**config.mk**
```make
export PLATFORM = sky130hd
export DESIGN_NAME = ofmux_top
export DESIGN_NICKNAME = d
export VERILOG_FILES = /design/src/ofmux_pkg.sv /design/src/ofmux_cond_if.sv /design/src/ofmux_timer.sv /design/src/ofmux_sel.sv /design/src/ofmux_top.sv
export SDC_FILE = /design/constraint.sdc
export NUM_CORES = 1
export LEC_CHECK = 0
export BUFFER_PORTS_ARGS = -buffer_cell sky130_fd_sc_hd__buf_2
export CORE_UTILIZATION = 61
export DETAILED_ROUTE_END_ITERATION = 16
export PLACE_DENSITY = 0.95
export SYNTH_ARGS = -nofsm -noshare
export SYNTH_HDL_FRONTEND = slang
export SYNTH_SLANG_ARGS = --single-unit
```
**constraint.sdc**
```tcl
create_clock -name CLK -period 10.3 [get_ports CLK]
set_input_delay 0 -clock CLK [delete_from_list [all_inputs] [get_ports CLK]]
set_output_delay 0 -clock CLK [all_outputs]
set_load 0.05 [all_outputs]
```
**src/ofmux_pkg.sv**
```systemverilog
// Constants, condition indices and timing for the output terminal mux
package ofmux_pkg;

  // ----------------------------------------------------------------------
  // Terminals and selection codes
  // ----------------------------------------------------------------------
  localparam int            NTERM         = 3;
  localparam int            CODE_W        = 14;
  localparam logic [13:0]   CODE_INV_BASE = 14'h0064;  // 100, sink logic
  localparam logic [13:0]   CODE_TOP      = 14'h00C8;  // 200, past sink
  localparam logic [13:0]   CODE_NONE     = 14'h270F;  // 9999, no function
  localparam logic [13:0]   RESET_CODE    = 14'h270F;  // Spare default
  localparam logic [6:0]    BASE_NONE     = 7'h7F;

  // ----------------------------------------------------------------------
  // Condition indices into the condition vector
  // ----------------------------------------------------------------------
  localparam int C_SU    = 0;
  localparam int C_RDY   = 1;
  localparam int C_OCD   = 2;
  localparam int C_LPD   = 3;
  localparam int C_PLO   = 4;
  localparam int C_PHI   = 5;
  localparam int C_PFWD  = 6;
  localparam int C_BRK   = 7;
  localparam int C_FAN   = 8;
  localparam int C_FIN   = 9;
  localparam int C_PLD   = 10;
  localparam int C_PIDA  = 11;
  localparam int C_RETRY = 12;
  localparam int C_WEAR  = 13;
  localparam int C_HWF   = 14;
  localparam int C_PULSE = 15;
  localparam int C_SVC   = 16;
  localparam int C_REM   = 17;
  localparam int C_MINOR = 18;
  localparam int C_MAJOR = 19;
  localparam int NCOND   = 20;

  // Source-logic code of each condition, in index order
  localparam logic [6:0] CODE_TAB [NCOND] = '{
    7'h01, 7'h0B, 7'h0C, 7'h0D, 7'h0E, 7'h0F, 7'h10, 7'h14, 7'h19, 7'h1A,
    7'h2E, 7'h2F, 7'h40, 7'h5A, 7'h5B, 7'h5D, 7'h5F, 7'h60, 7'h62, 7'h63};

  // ----------------------------------------------------------------------
  // Timing and scaling
  // ----------------------------------------------------------------------
  localparam int CLK_PERIOD_NS   = 10;
  localparam int TICK_NS         = 100_000;   // Duration time base 0.1 ms
  localparam int TICK_CYC        = (TICK_NS + CLK_PERIOD_NS - 1)
                                   / CLK_PERIOD_NS;
  localparam int PULSE_PERIOD_NS = 2_560;     // One pulse-train frame
  localparam int PULSE_CYC       = PULSE_PERIOD_NS / CLK_PERIOD_NS;
  localparam int HEAT_PCT        = 85;
  localparam int PCT_FULL        = 100;
  localparam logic RST_OUT       = 1'b0;

endpackage : ofmux_pkg

```
**src/ofmux_cond_if.sv**
```systemverilog
// Condition vector carried from the condition logic to the selectors
`timescale 1ns/1ps
`default_nettype none

interface ofmux_cond_if;
  logic [ofmux_pkg::NCOND-1:0] active;

  modport producer (output active);
  modport consumer (input active);
endinterface : ofmux_cond_if

`default_nettype wire

```
**src/ofmux_timer.sv**
```systemverilog
// Level qualifier: asserts once a level has held longer than a duration
`timescale 1ns/1ps
`default_nettype none

module ofmux_timer #(
  parameter int DUR_W = 16
) (
  // Clock and reset
  input  wire logic             clk,
  input  wire logic             reset_n,
  // Qualification
  input  wire logic             level,
  input  wire logic             tick,
  input  wire logic [DUR_W-1:0] dur,
  output var  logic             qual
);

  typedef struct packed {
    logic [DUR_W-1:0] cnt;
    logic             q;
  } ofmux_tmr_t;

  ofmux_tmr_t st_r;
  ofmux_tmr_t st_nxt;

  // Count ticks while the level holds, saturating at full scale
  always_comb
  begin
    st_nxt = st_r;
    if (!level)
    begin
      st_nxt.cnt = '0;
    end
    else if (tick && (st_r.cnt != {DUR_W{1'b1}}))
    begin
      st_nxt.cnt = st_r.cnt + 1'b1;
    end
    // Strictly longer than the set time, never on a short glitch
    st_nxt.q = level && (st_nxt.cnt > dur);
  end

  always_ff @(posedge clk or negedge reset_n)
  begin
    if (!reset_n)
    begin
      st_r <= '0;
    end
    else
    begin
      st_r <= st_nxt;
    end
  end

  assign qual = st_r.q;

endmodule : ofmux_timer

`default_nettype wire

```
**src/ofmux_sel.sv**
```systemverilog
// Per-terminal selector: decodes a code and picks the condition level
`timescale 1ns/1ps
`default_nettype none

module ofmux_sel #(
  parameter bit ALLOW_PULSE = 1'b1
) (
  // Selection
  input  wire logic [13:0]   code,
  input  wire logic          remote,
  ofmux_cond_if.consumer     cif,
  // Result
  output var  logic          conduct,
  output var  logic          refused
);

  // Split code into base and sense, then look the base up
  always_comb
  begin
    logic [6:0] base;
    logic       inv;
    logic       hit;
    logic       act;
    base    = ofmux_pkg::BASE_NONE;
    inv     = 1'b0;
    hit     = 1'b0;
    act     = 1'b0;
    refused = 1'b0;
    if (code < ofmux_pkg::CODE_INV_BASE)
    begin
      base = code[6:0];
    end
    else if (code < ofmux_pkg::CODE_TOP)
    begin
      base = 7'(code - ofmux_pkg::CODE_INV_BASE);
      inv  = 1'b1;
    end
    for (int i = 0; i < ofmux_pkg::NCOND; i++)
    begin
      if (base == ofmux_pkg::CODE_TAB[i])
      begin
        hit = 1'b1;
        act = (i == ofmux_pkg::C_REM) ? remote : cif.active[i];
      end
    end
    // Pulse train would wear a relay contact; this terminal refuses it
    if (!ALLOW_PULSE && (base == ofmux_pkg::CODE_TAB[ofmux_pkg::C_PULSE]))
    begin
      hit     = 1'b0;
      refused = 1'b1;
    end
    conduct = hit && (act ^ inv);
  end

endmodule : ofmux_sel

`default_nettype wire

```
**src/ofmux_top.sv**
```systemverilog
// Output terminal function mux: conditions, selectors and output flops
//
// What this block does
// Three terminals, each with own selection code
// Low codes conduct when active, high invert
// Same code on several terminals drives identically, save 96/196 (own remote bit) and 93/193 on the relay
// Code 11/111 reports ready or running
// Code 12/112: current above threshold too long
// Code 13/113: power below threshold too long
// Codes 14/15: loop feedback below/above limits
// Code 16/116: loop commands forward rotation
// Code 20/120: brake release only when enabled
// Code 25/125: cooling fan fault
// Code 26/126: heatsink at 85 percent of trip
// Code 46/146: power-loss decel latched until release
// Code 47/147: process-control mode active
// Code 64/164: retry in progress
// Code 90/190: any wear item near end
// Code 91/191: internal circuit or wiring fault
// Code 93/193 pulse train, refused on relay
// Code 95/195: service timer reached alarm value
// Code 96/196: follows remote output setting
// Code 98/198: fan failure or comms warning
// Code 99/199: trip fault, cleared by reset
// Reached indication steady with zero ramp times
// Keep toggling signals off the relay contact
`timescale 1ns/1ps
`default_nettype none

module ofmux_top #(
  parameter int TICK_CYC = ofmux_pkg::TICK_CYC
) (
  // Clock and reset
  input  wire logic        CLK,
  input  wire logic        RESET_N,
  // Terminal selection codes
  input  wire logic [13:0] TERM_CODE_OC1,
  input  wire logic [13:0] TERM_CODE_OC2,
  input  wire logic [13:0] TERM_CODE_RELAY,
  input  wire logic [2:0]  SOFTWARE_DRIVEN_OUTPUT,
  // Drive status
  input  wire logic        START_POSSIBLE,
  input  wire logic        RUNNING,
  input  wire logic        FREQ_AT_SETPOINT,
  input  wire logic        SETPOINT_CHANGING,
  input  wire logic        RAMP_TIMES_ZERO,
  // Current and power detection
  input  wire logic [9:0]  OUT_CURRENT,
  input  wire logic [9:0]  CURRENT_LIMIT,
  input  wire logic [15:0] CURRENT_TIME,
  input  wire logic [9:0]  OUT_POWER,
  input  wire logic [9:0]  POWER_LIMIT,
  input  wire logic [15:0] POWER_TIME,
  // Process-control loop
  input  wire logic        LOOP_ACTIVE,
  input  wire logic        LOOP_FORWARD,
  input  wire logic [9:0]  LOOP_FEEDBACK,
  input  wire logic [9:0]  LOOP_LOW_LIMIT,
  input  wire logic [9:0]  LOOP_HIGH_LIMIT,
  // Brake, cooling and power loss
  input  wire logic        BRAKE_SEQ_ENABLE,
  input  wire logic        BRAKE_RELEASE_REQ,
  input  wire logic        FAN_FAULT,
  input  wire logic [9:0]  HEATSINK_TEMP,
  input  wire logic [9:0]  HEATSINK_TRIP,
  input  wire logic        POWERLOSS_DECEL_START,
  input  wire logic        POWERLOSS_RELEASE,
  // Faults, retry and wear
  input  wire logic        RETRY_ACTIVE,
  input  wire logic [3:0]  WEAR_NEAR_END,
  input  wire logic        CIRCUIT_FAULT,
  input  wire logic        COMM_WARNING,
  input  wire logic        PROTECT_TRIP,
  input  wire logic        FAULT_RESET,
  // Maintenance and averaging
  input  wire logic [15:0] SERVICE_TIME,
  input  wire logic [15:0] SERVICE_ALARM,
  input  wire logic [9:0]  AVG_CURRENT,
  // Terminal drive, high means conducting, plus relay refusal and major fault flags
  output var  logic        OC1_CONDUCT,
  output var  logic        OC2_CONDUCT,
  output var  logic        RELAY_CONTACT_TERMINAL,
  output var  logic        RELAY_CODE_REFUSED,
  output var  logic        MAJOR_FAULT_OUT
);

  // ----------------------------------------------------------------------
  // State
  // ----------------------------------------------------------------------
  typedef struct packed {
    logic [15:0] tick_cnt;
    logic [7:0]  pcnt;
    logic        pphase;
    logic        pulse;
    logic        su;
    logic        pld;
    logic        hwf;
    logic        major;
    logic [2:0]  term;
    logic        refused;
  } ofmux_st_t;

  ofmux_st_t   st_r;
  ofmux_st_t   st_nxt;

  logic        tick;
  logic        ocd_q;
  logic        lpd_q;
  logic        heat_hot;
  logic [2:0]  sel_on;
  logic [2:0]  sel_ref;
  logic [13:0] codes [ofmux_pkg::NTERM];

  ofmux_cond_if cif ();

  assign tick = (st_r.tick_cnt == 16'(TICK_CYC - 1));
  assign codes[0] = TERM_CODE_OC1;
  assign codes[1] = TERM_CODE_OC2;
  assign codes[2] = TERM_CODE_RELAY;

  // ----------------------------------------------------------------------
  // Qualified level detectors
  // ----------------------------------------------------------------------
  // Durations count in ticks, so the set time sits in 0.1 ms steps
  ofmux_timer #(.DUR_W(16)) u_ocd (
    .clk     (CLK),
    .reset_n (RESET_N),
    .level   (OUT_CURRENT > CURRENT_LIMIT),
    .tick    (tick),
    .dur     (CURRENT_TIME),
    .qual    (ocd_q)
  );

  ofmux_timer #(.DUR_W(16)) u_lpd (
    .clk     (CLK),
    .reset_n (RESET_N),
    .level   (OUT_POWER < POWER_LIMIT),
    .tick    (tick),
    .dur     (POWER_TIME),
    .qual    (lpd_q)
  );

  // Integer compare avoids a divide for the 85 percent level
  assign heat_hot = (17'({7'h00, HEATSINK_TEMP}) * 17'(ofmux_pkg::PCT_FULL))
                 >= (17'({7'h00, HEATSINK_TRIP}) * 17'(ofmux_pkg::HEAT_PCT));

  // ----------------------------------------------------------------------
  // Condition vector
  // ----------------------------------------------------------------------
  assign cif.active[ofmux_pkg::C_SU]    = st_r.su;
  assign cif.active[ofmux_pkg::C_RDY]   = START_POSSIBLE || RUNNING;
  assign cif.active[ofmux_pkg::C_OCD]   = ocd_q;
  assign cif.active[ofmux_pkg::C_LPD]   = lpd_q;
  assign cif.active[ofmux_pkg::C_PLO]   = LOOP_FEEDBACK < LOOP_LOW_LIMIT;
  assign cif.active[ofmux_pkg::C_PHI]   = LOOP_FEEDBACK > LOOP_HIGH_LIMIT;
  assign cif.active[ofmux_pkg::C_PFWD]  = LOOP_ACTIVE && LOOP_FORWARD;
  assign cif.active[ofmux_pkg::C_BRK]   = BRAKE_SEQ_ENABLE
                                          && BRAKE_RELEASE_REQ;
  assign cif.active[ofmux_pkg::C_FAN]   = FAN_FAULT;
  assign cif.active[ofmux_pkg::C_FIN]   = heat_hot;
  assign cif.active[ofmux_pkg::C_PLD]   = st_r.pld;
  assign cif.active[ofmux_pkg::C_PIDA]  = LOOP_ACTIVE;
  assign cif.active[ofmux_pkg::C_RETRY] = RETRY_ACTIVE;
  assign cif.active[ofmux_pkg::C_WEAR]  = |WEAR_NEAR_END;
  assign cif.active[ofmux_pkg::C_HWF]   = st_r.hwf;
  assign cif.active[ofmux_pkg::C_PULSE] = st_r.pulse;
  assign cif.active[ofmux_pkg::C_SVC]   = SERVICE_TIME >= SERVICE_ALARM;
  assign cif.active[ofmux_pkg::C_REM]   = 1'b0;  // Per terminal instead
  assign cif.active[ofmux_pkg::C_MINOR] = FAN_FAULT || COMM_WARNING;
  assign cif.active[ofmux_pkg::C_MAJOR] = st_r.major;

  // ----------------------------------------------------------------------
  // Terminal selectors
  // ----------------------------------------------------------------------
  // One selector per terminal; the relay one refuses the pulse train
  generate
    for (genvar t = 0; t < ofmux_pkg::NTERM; t++)
    begin : g_term
      ofmux_sel #(.ALLOW_PULSE(t != 2)) u_sel (
        .code    (codes[t]),
        .remote  (SOFTWARE_DRIVEN_OUTPUT[t]),
        .cif     (cif),
        .conduct (sel_on[t]),
        .refused (sel_ref[t])
      );
    end
  endgenerate

  // ----------------------------------------------------------------------
  // Next state
  // ----------------------------------------------------------------------
  always_comb
  begin
    st_nxt = st_r;
    // Duration time base
    st_nxt.tick_cnt = tick ? 16'h0000 : 16'(st_r.tick_cnt + 16'h0001);
    // Pulse frame alternates average current and service timer
    st_nxt.pcnt = 8'(st_r.pcnt + 8'h01);
    if (st_r.pcnt == 8'(ofmux_pkg::PULSE_CYC - 1))
    begin
      st_nxt.pcnt   = 8'h00;
      st_nxt.pphase = !st_r.pphase;
    end
    st_nxt.pulse = st_r.pphase ? (st_r.pcnt < SERVICE_TIME[15:8])
                               : (st_r.pcnt < AVG_CURRENT[9:2]);
    // With zero ramps a setpoint change must not chatter the indication
    st_nxt.su = FREQ_AT_SETPOINT
             || (RAMP_TIMES_ZERO && SETPOINT_CHANGING && st_r.su);
    // Latched flags; a new event wins over a clear in the same cycle
    if (POWERLOSS_RELEASE)
    begin
      st_nxt.pld = 1'b0;
    end
    if (POWERLOSS_DECEL_START)
    begin
      st_nxt.pld = 1'b1;
    end
    if (FAULT_RESET)
    begin
      st_nxt.major = 1'b0;
      st_nxt.hwf   = 1'b0;
    end
    if (PROTECT_TRIP)
    begin
      st_nxt.major = 1'b1;
    end
    if (CIRCUIT_FAULT)
    begin
      st_nxt.hwf = 1'b1;
    end
    // Terminal drive is registered so outputs come straight from flops
    st_nxt.term    = sel_on;
    st_nxt.refused = sel_ref[2];
  end

  // ----------------------------------------------------------------------
  // State register
  // ----------------------------------------------------------------------
  always_ff @(posedge CLK or negedge RESET_N)
  begin
    if (!RESET_N)
    begin
      st_r <= '0;
    end
    else
    begin
      st_r <= st_nxt;
    end
  end

  assign OC1_CONDUCT            = st_r.term[0];
  assign OC2_CONDUCT            = st_r.term[1];
  assign RELAY_CONTACT_TERMINAL = st_r.term[2];
  assign RELAY_CODE_REFUSED     = st_r.refused;
  assign MAJOR_FAULT_OUT        = st_r.major;
endmodule : ofmux_top

`default_nettype wire

```
# ---- Word level (Yosys, flattened, before mapping)
# Index checks and enable logic that the tools add are counted.
dict set report totals {
  reg_bits 68
  input_bits 232
  word_cells 270
}
dict set report op_classes {
  addsub 7
  multipliers 2
  magnitude_cmp 16
  n_eq_ne 64
  n_mux 145
  bitwise 3
  reduce_logical 19
}
# cell count
set op_table {}
lappend op_table {{$eq 7x7->1 const B} 24}
lappend op_table {{$mux 1} 132}
lappend op_table {{$eq 7x4->1 const B} 15}
lappend op_table {{$eq 7x5->1 const B} 12}
lappend op_table {{$mux 16} 5}
lappend op_table {{$add 16x1->16 const B} 3}
lappend op_table {{$eq 7x6->1 const B} 6}
lappend op_table {{$lt 14x7->1 const B} 3}
lappend op_table {{$lt 14x8->1 const B} 3}
lappend op_table {{$mux 7} 6}
lappend op_table {{$gt 16x16->1} 2}
lappend op_table {{$ne 16x16->1 const B} 2}
lappend op_table {{$eq 7x1->1 const B} 3}
lappend op_table {{$sub 7x7->7 const B} 3}
lappend op_table {{$gt 10x10->1} 2}
lappend op_table {{$lt 10x10->1} 2}
lappend op_table {{$ge 17x17->1} 1}
lappend op_table {{$mul 10x7->17 const B} 1}
lappend op_table {{$eq 16x14->1 const B} 1}
lappend op_table {{$ge 16x16->1} 1}
lappend op_table {{$lt 8x8->1} 2}
lappend op_table {{$mul 10x5->15 const B} 1}
lappend op_table {{$logic_and 1x1->1} 11}
lappend op_table {{$mux 9} 1}
lappend op_table {{other kinds (8)} 14}

# ---- Logic depth before layout (Yosys ltp)
dict set report logic_depth {
  word_depth 26
  ltp_mapped 27
}

# ---- Modules after synthesis
# A second synthesis with hierarchy kept.
dict set report hier_totals {
  cells_unflattened 1430
  hier_area_um2 11344.6
}
# module instances cells_each area_each_um2 seq_area_each_um2
set modules_own_cells {}
lappend modules_own_cells {ofmux_top 1 625 5489.0 850.8}
lappend modules_own_cells {ofmux_timer 2 162 1427.6 425.4}
lappend modules_own_cells {{ofmux_sel (g_term[0].u_sel ...)} 2 165 1031.0 0.0}
lappend modules_own_cells {{ofmux_sel (g_term[2].u_sel)} 1 151 938.4 0.0}

# ---- Worst setup path before layout
# No wires, ideal clock.
dict set report synth_path {
  path_type {input-to-reg}
  startpoint {input HEATSINK_TRIP[1]}
  endpoint {register st_r (netlist bit OC2_CONDUCT)}
  setup_time_ns 0.121
  arrival_time_ns 5.070
  required_ns 10.179
  setup_slack_ns 5.110
  cell_stages 25
  path_cell_list {ha_1 -> fa_1 -> ha_1 -> inv_1 -> fa_1 -> inv_1 -> ha_1 -> a21oi_1 -> o22ai_1 -> o41ai_1 -> nor2b_1 -> o21a_1 -> nor2_1 -> xor2_1 -> ha_1 -> a211oi_1 -> nand2_1 -> o21ai_0 -> o211ai_1 -> nor4_1 -> a21oi_1 -> a211o_1 -> o21ai_1 -> nand3_1 -> nor3b_1}
}
dict set report synth_via {
  elab_chain_len 15
}
# item line_no
set synth_rtl {}
lappend synth_rtl {{start, declared} ofmux_top.sv:65} ;# input wire logic [9:0] HEATSINK_TRIP,
lappend synth_rtl {{$mul 10x7->17} ofmux_top.sv:145} ;# >= (17'({7'h00, HEATSINK_TRIP}) * 17'(ofmux_pkg::HEAT_PCT));
lappend synth_rtl {{$ge 17x17->1} ofmux_top.sv:145}
lappend synth_rtl {{$mux 1 (11 in a row)} ofmux_sel.sv:40} ;# if (base == ofmux_pkg::CODE_TAB[i])
lappend synth_rtl {{$xor 1x1->1} ofmux_sel.sv:52} ;# conduct = hit && (act ^ inv);
lappend synth_rtl {{$logic_and 1x1->1} ofmux_sel.sv:52}
lappend synth_rtl {{named net g_term[1].u_sel.conduct} ofmux_sel.sv:13} ;# output var logic conduct,
lappend synth_rtl {{end signal, assigned} ofmux_top.sv:247} ;# st_r <= st_nxt;
lappend synth_rtl {{end, declared} ofmux_top.sv:103} ;# ofmux_st_t st_r;
# The timed path passes the listed nets, and every way through them passes these cells.
# A chain may end at the register's enable or synchronous reset.

# ---- Final worst setup path
# Ends and elaborated chain as after synthesis.

==> results_dict.tcl <==
set metrics [dict create \
    clk_latency_ns 0.33 \
    synth_top_cell_area_share 0.232 \
    initial_utilization 0.632 \
    routed-via-count 10860 \
    fillerInstances 1262 \
    synth_cell_types 102 \
    cp_max_fo 4 \
    crit_required_ns 10.55 \
    max_freq_ghz 0.169 \
    hp-class "in2reg" \
    fp.dieW_um 134 \
    power.density_mw_per_mm2 95.1 \
    drt-pass1-iter-count 5 \
    n_antenna_cell 0 \
    synth.most_common_cell "ha_1" \
    gp_congestion 1.01 \
    final_cells 1799 \
    drive_above_1_share 0.187 \
    setup_viol 0 \
    cpMostUsedCell "ha_1" \
    grtUsageMet2 0.586 \
    hold_viol_final 0 \
    p_leak_nw 6.40 \
    synthTopCellsByCount "197 x ha_1, 194 x inv_1, 111 x nor2_1" \
    cts_hold_buffers 7 \
    period_needed_ns 5.90 \
    place_hpwl_mm 23.4 \
    syn_nets 1792 \
    crit_buf_inv 3 \
    cts_num_sinks 68 \
    syn_to_final_growth_pct 15.9 \
    grt_first_pass_wirelength_mm 47.2 \
    grt_use_total 0.319 \
    ys_ff_latch 68 \
    h-tree-depth 3 \
    gr-max-usage-layer "met2" \
    synth_edf_count 0 \
    numPortBuffers 234 \
    place_inst 1776 \
    die_h_um 134 \
    maxSlewHeadroom 0.407 \
    yosysSeqAreaShare 0.160 \
    wl_per_cell_um 15.9 \
    yosysWarnings 0 \
    synth_ff_type "dfrtp_1" \
    synth_area_leaders "ha_1 23%, dfrtp_1 16%, inv_1 6.9%" \
    worstMarginPinSlew_ns 0.890 \
    grt_pass1_vias 10527 \
    core_mm2 0.0168 \
    viasPerCell 6.04 \
    critPathTopFamily "compound AO/OA/AOI/OAI gates" \
    yosys.area.top_type "ha_1" \
    post-route-period-util 0.573 \
    ios 237 \
    grt_max_degree 69 \
    cts.path.max_buffers 2 \
    wirelength_mm 28.6 \
    syn_inst 1347 \
    cts_resized 0 \
    grt-ovfl-total 0 \
    met1_usage 0.362 \
    cpMaxStageDelayCell "fa_1" \
    rows 47 \
    finalSetupTns_ns 0 \
    cts_root_buf "clkbuf_16" \
    cp-end-kind "register" \
    rsz0062_at_grt "no" \
    drtAntennaViolNets 0 \
    async_flop_share 1.00 \
    arrival_ns 6.15 \
    startpoint_type "input port" \
    max_cap_violations 0 \
    critical_path.max_stage_delay_ns 0.53 \
    drt_iter0_markers 801 \
    avgSynthCellArea_um2 7.89 \
    numCtsBuffers 9 \
    fin_nets 2019 \
    syn_area_mm2 0.0106 \
    critPathKind "in2reg" \
    use_met3 0.0506 \
    drc 0 \
    post-cts-setup-buffers 0 \
    die_area_mm2 0.0179 \
    peakVddDrop_uv 89.7 \
    antenna_found_initial 1 \
    status "completed" \
    report.final.slew_viol_count 0 \
    finClkSkew_ns 0.0119 \
    path_clk_slew_ns 0.07 \
    cts_tree "yes" \
]
[layout by cell type, fill, tap and decap left out, types with 23 or more instances in the layout]
cell type  synthesis  routed
nand2_1           89      89
nor2b_1           23      23
nand3_1           45      45
nor2_1           111     111
dfrtp_1           68      68
ha_1             197     197
xor2_1            29      29
xnor2_1           34      34
a21o_1            26      26
inv_1            194     194
nand4_1           31      31
o21ai_0           67      67
buf_2              6     234
nand2b_1          23      23
a21oi_1           72      72
nor3_1            37      37
[worst paths after layout]
check                                       from              end  slack [ns]  depth (start not counted)
max in group asynchronous                RESET_N         st_r[13]        9.30                          3
worst min-delay path                 FAULT_RESET  MAJOR_FAULT_OUT        0.02                          3
worst min register to register          st_r[18]         st_r[18]        0.48                          1
min in group asynchronous                RESET_N      OC1_CONDUCT        0.38                          3
worst max-delay path            HEATSINK_TRIP[1]      OC2_CONDUCT        4.40                         26
worst max register to register          st_r[32]       u_lpd.qual        5.84                         19
[worst register-to-register path, delay by kind of cell, from the launching register on]
family	cells	cell delay [ns]
flops	1	0.41
xor+xnor	1	0.14
fa+ha+maj	1	0.30
compound gates	8	1.25
simple gates	9	2.22
[metrics by stage]
step	hold slack (ns)	total power, W	setup slack (ns)	util	instance area (um^2)
after global routing	0.0293	0.00125	4.23	0.732	12300
after detailed placement	0.187	0.000840	4.18	0.710	11900
after CTS	0.000963	0.00116	4.52	0.732	12300
after global placement	0.184	0.000802	4.35	0.710	11900
after floorplan	-0.296	0.000665	5.11	-	10600
final	0.0168	0.00117	4.40	0.732	12300
[registers in the layout (all words and copies together), names as in the netlist]
name,cells
st_r,25
OC1_CONDUCT,1
u_ocd.qual,1
u_lpd.st_r,16
u_lpd.qual,1
u_ocd.st_r,16
RELAY_CONTACT_TERMINAL,1
OC2_CONDUCT,1
MAJOR_FAULT_OUT,1
RELAY_CODE_REFUSED,1
cif.active,4
[per-layer routing]
metal  vias to the layer above  part of all wire
met5                         -           0.00028
met4                         2             0.034
met3                        97             0.073
met2                       537              0.50
met1                      4952              0.39
li1                       5272                 -
[report_power, final]
group          internal (W)  total, W  switching [W]
clock              0.000196  0.000319       0.000123
combinational      0.000250  0.000581       0.000331
sequential         0.000268  0.000271     0.00000296
[area by class of cell]
type,instances,area [um^2],area share
repair buffers,244,1260,0.103
well taps,220,275,0.0223
flip-flops and latches,68,1700,0.138
multi-input cells,1057,8040,0.653
clock buffers,10,239,0.0194
inverters,194,728,0.0591
clock inverters,6,71.3,0.00579
[logic make-up (layout without fill, tap and decap cells)]
| family | Yosys count | after routing | share of synthesized area |
|---|---|---|---|
| AND/OR/NAND/NOR | 464 | 464 | 0.231 |
| AO/OA/AOI/OAI | 309 | 309 | 0.204 |
| buffers and inverters | 222 | 454 | 0.0832 |
| adder cells (fa/ha/maj) | 213 | 213 | 0.262 |
| flip-flops | 68 | 68 | 0.160 |
| XOR/XNOR | 63 | 63 | 0.0519 |
| multiplexers | 8 | 8 | 0.00754 |
Note: power is estimated with default switching activity, not from simulation.
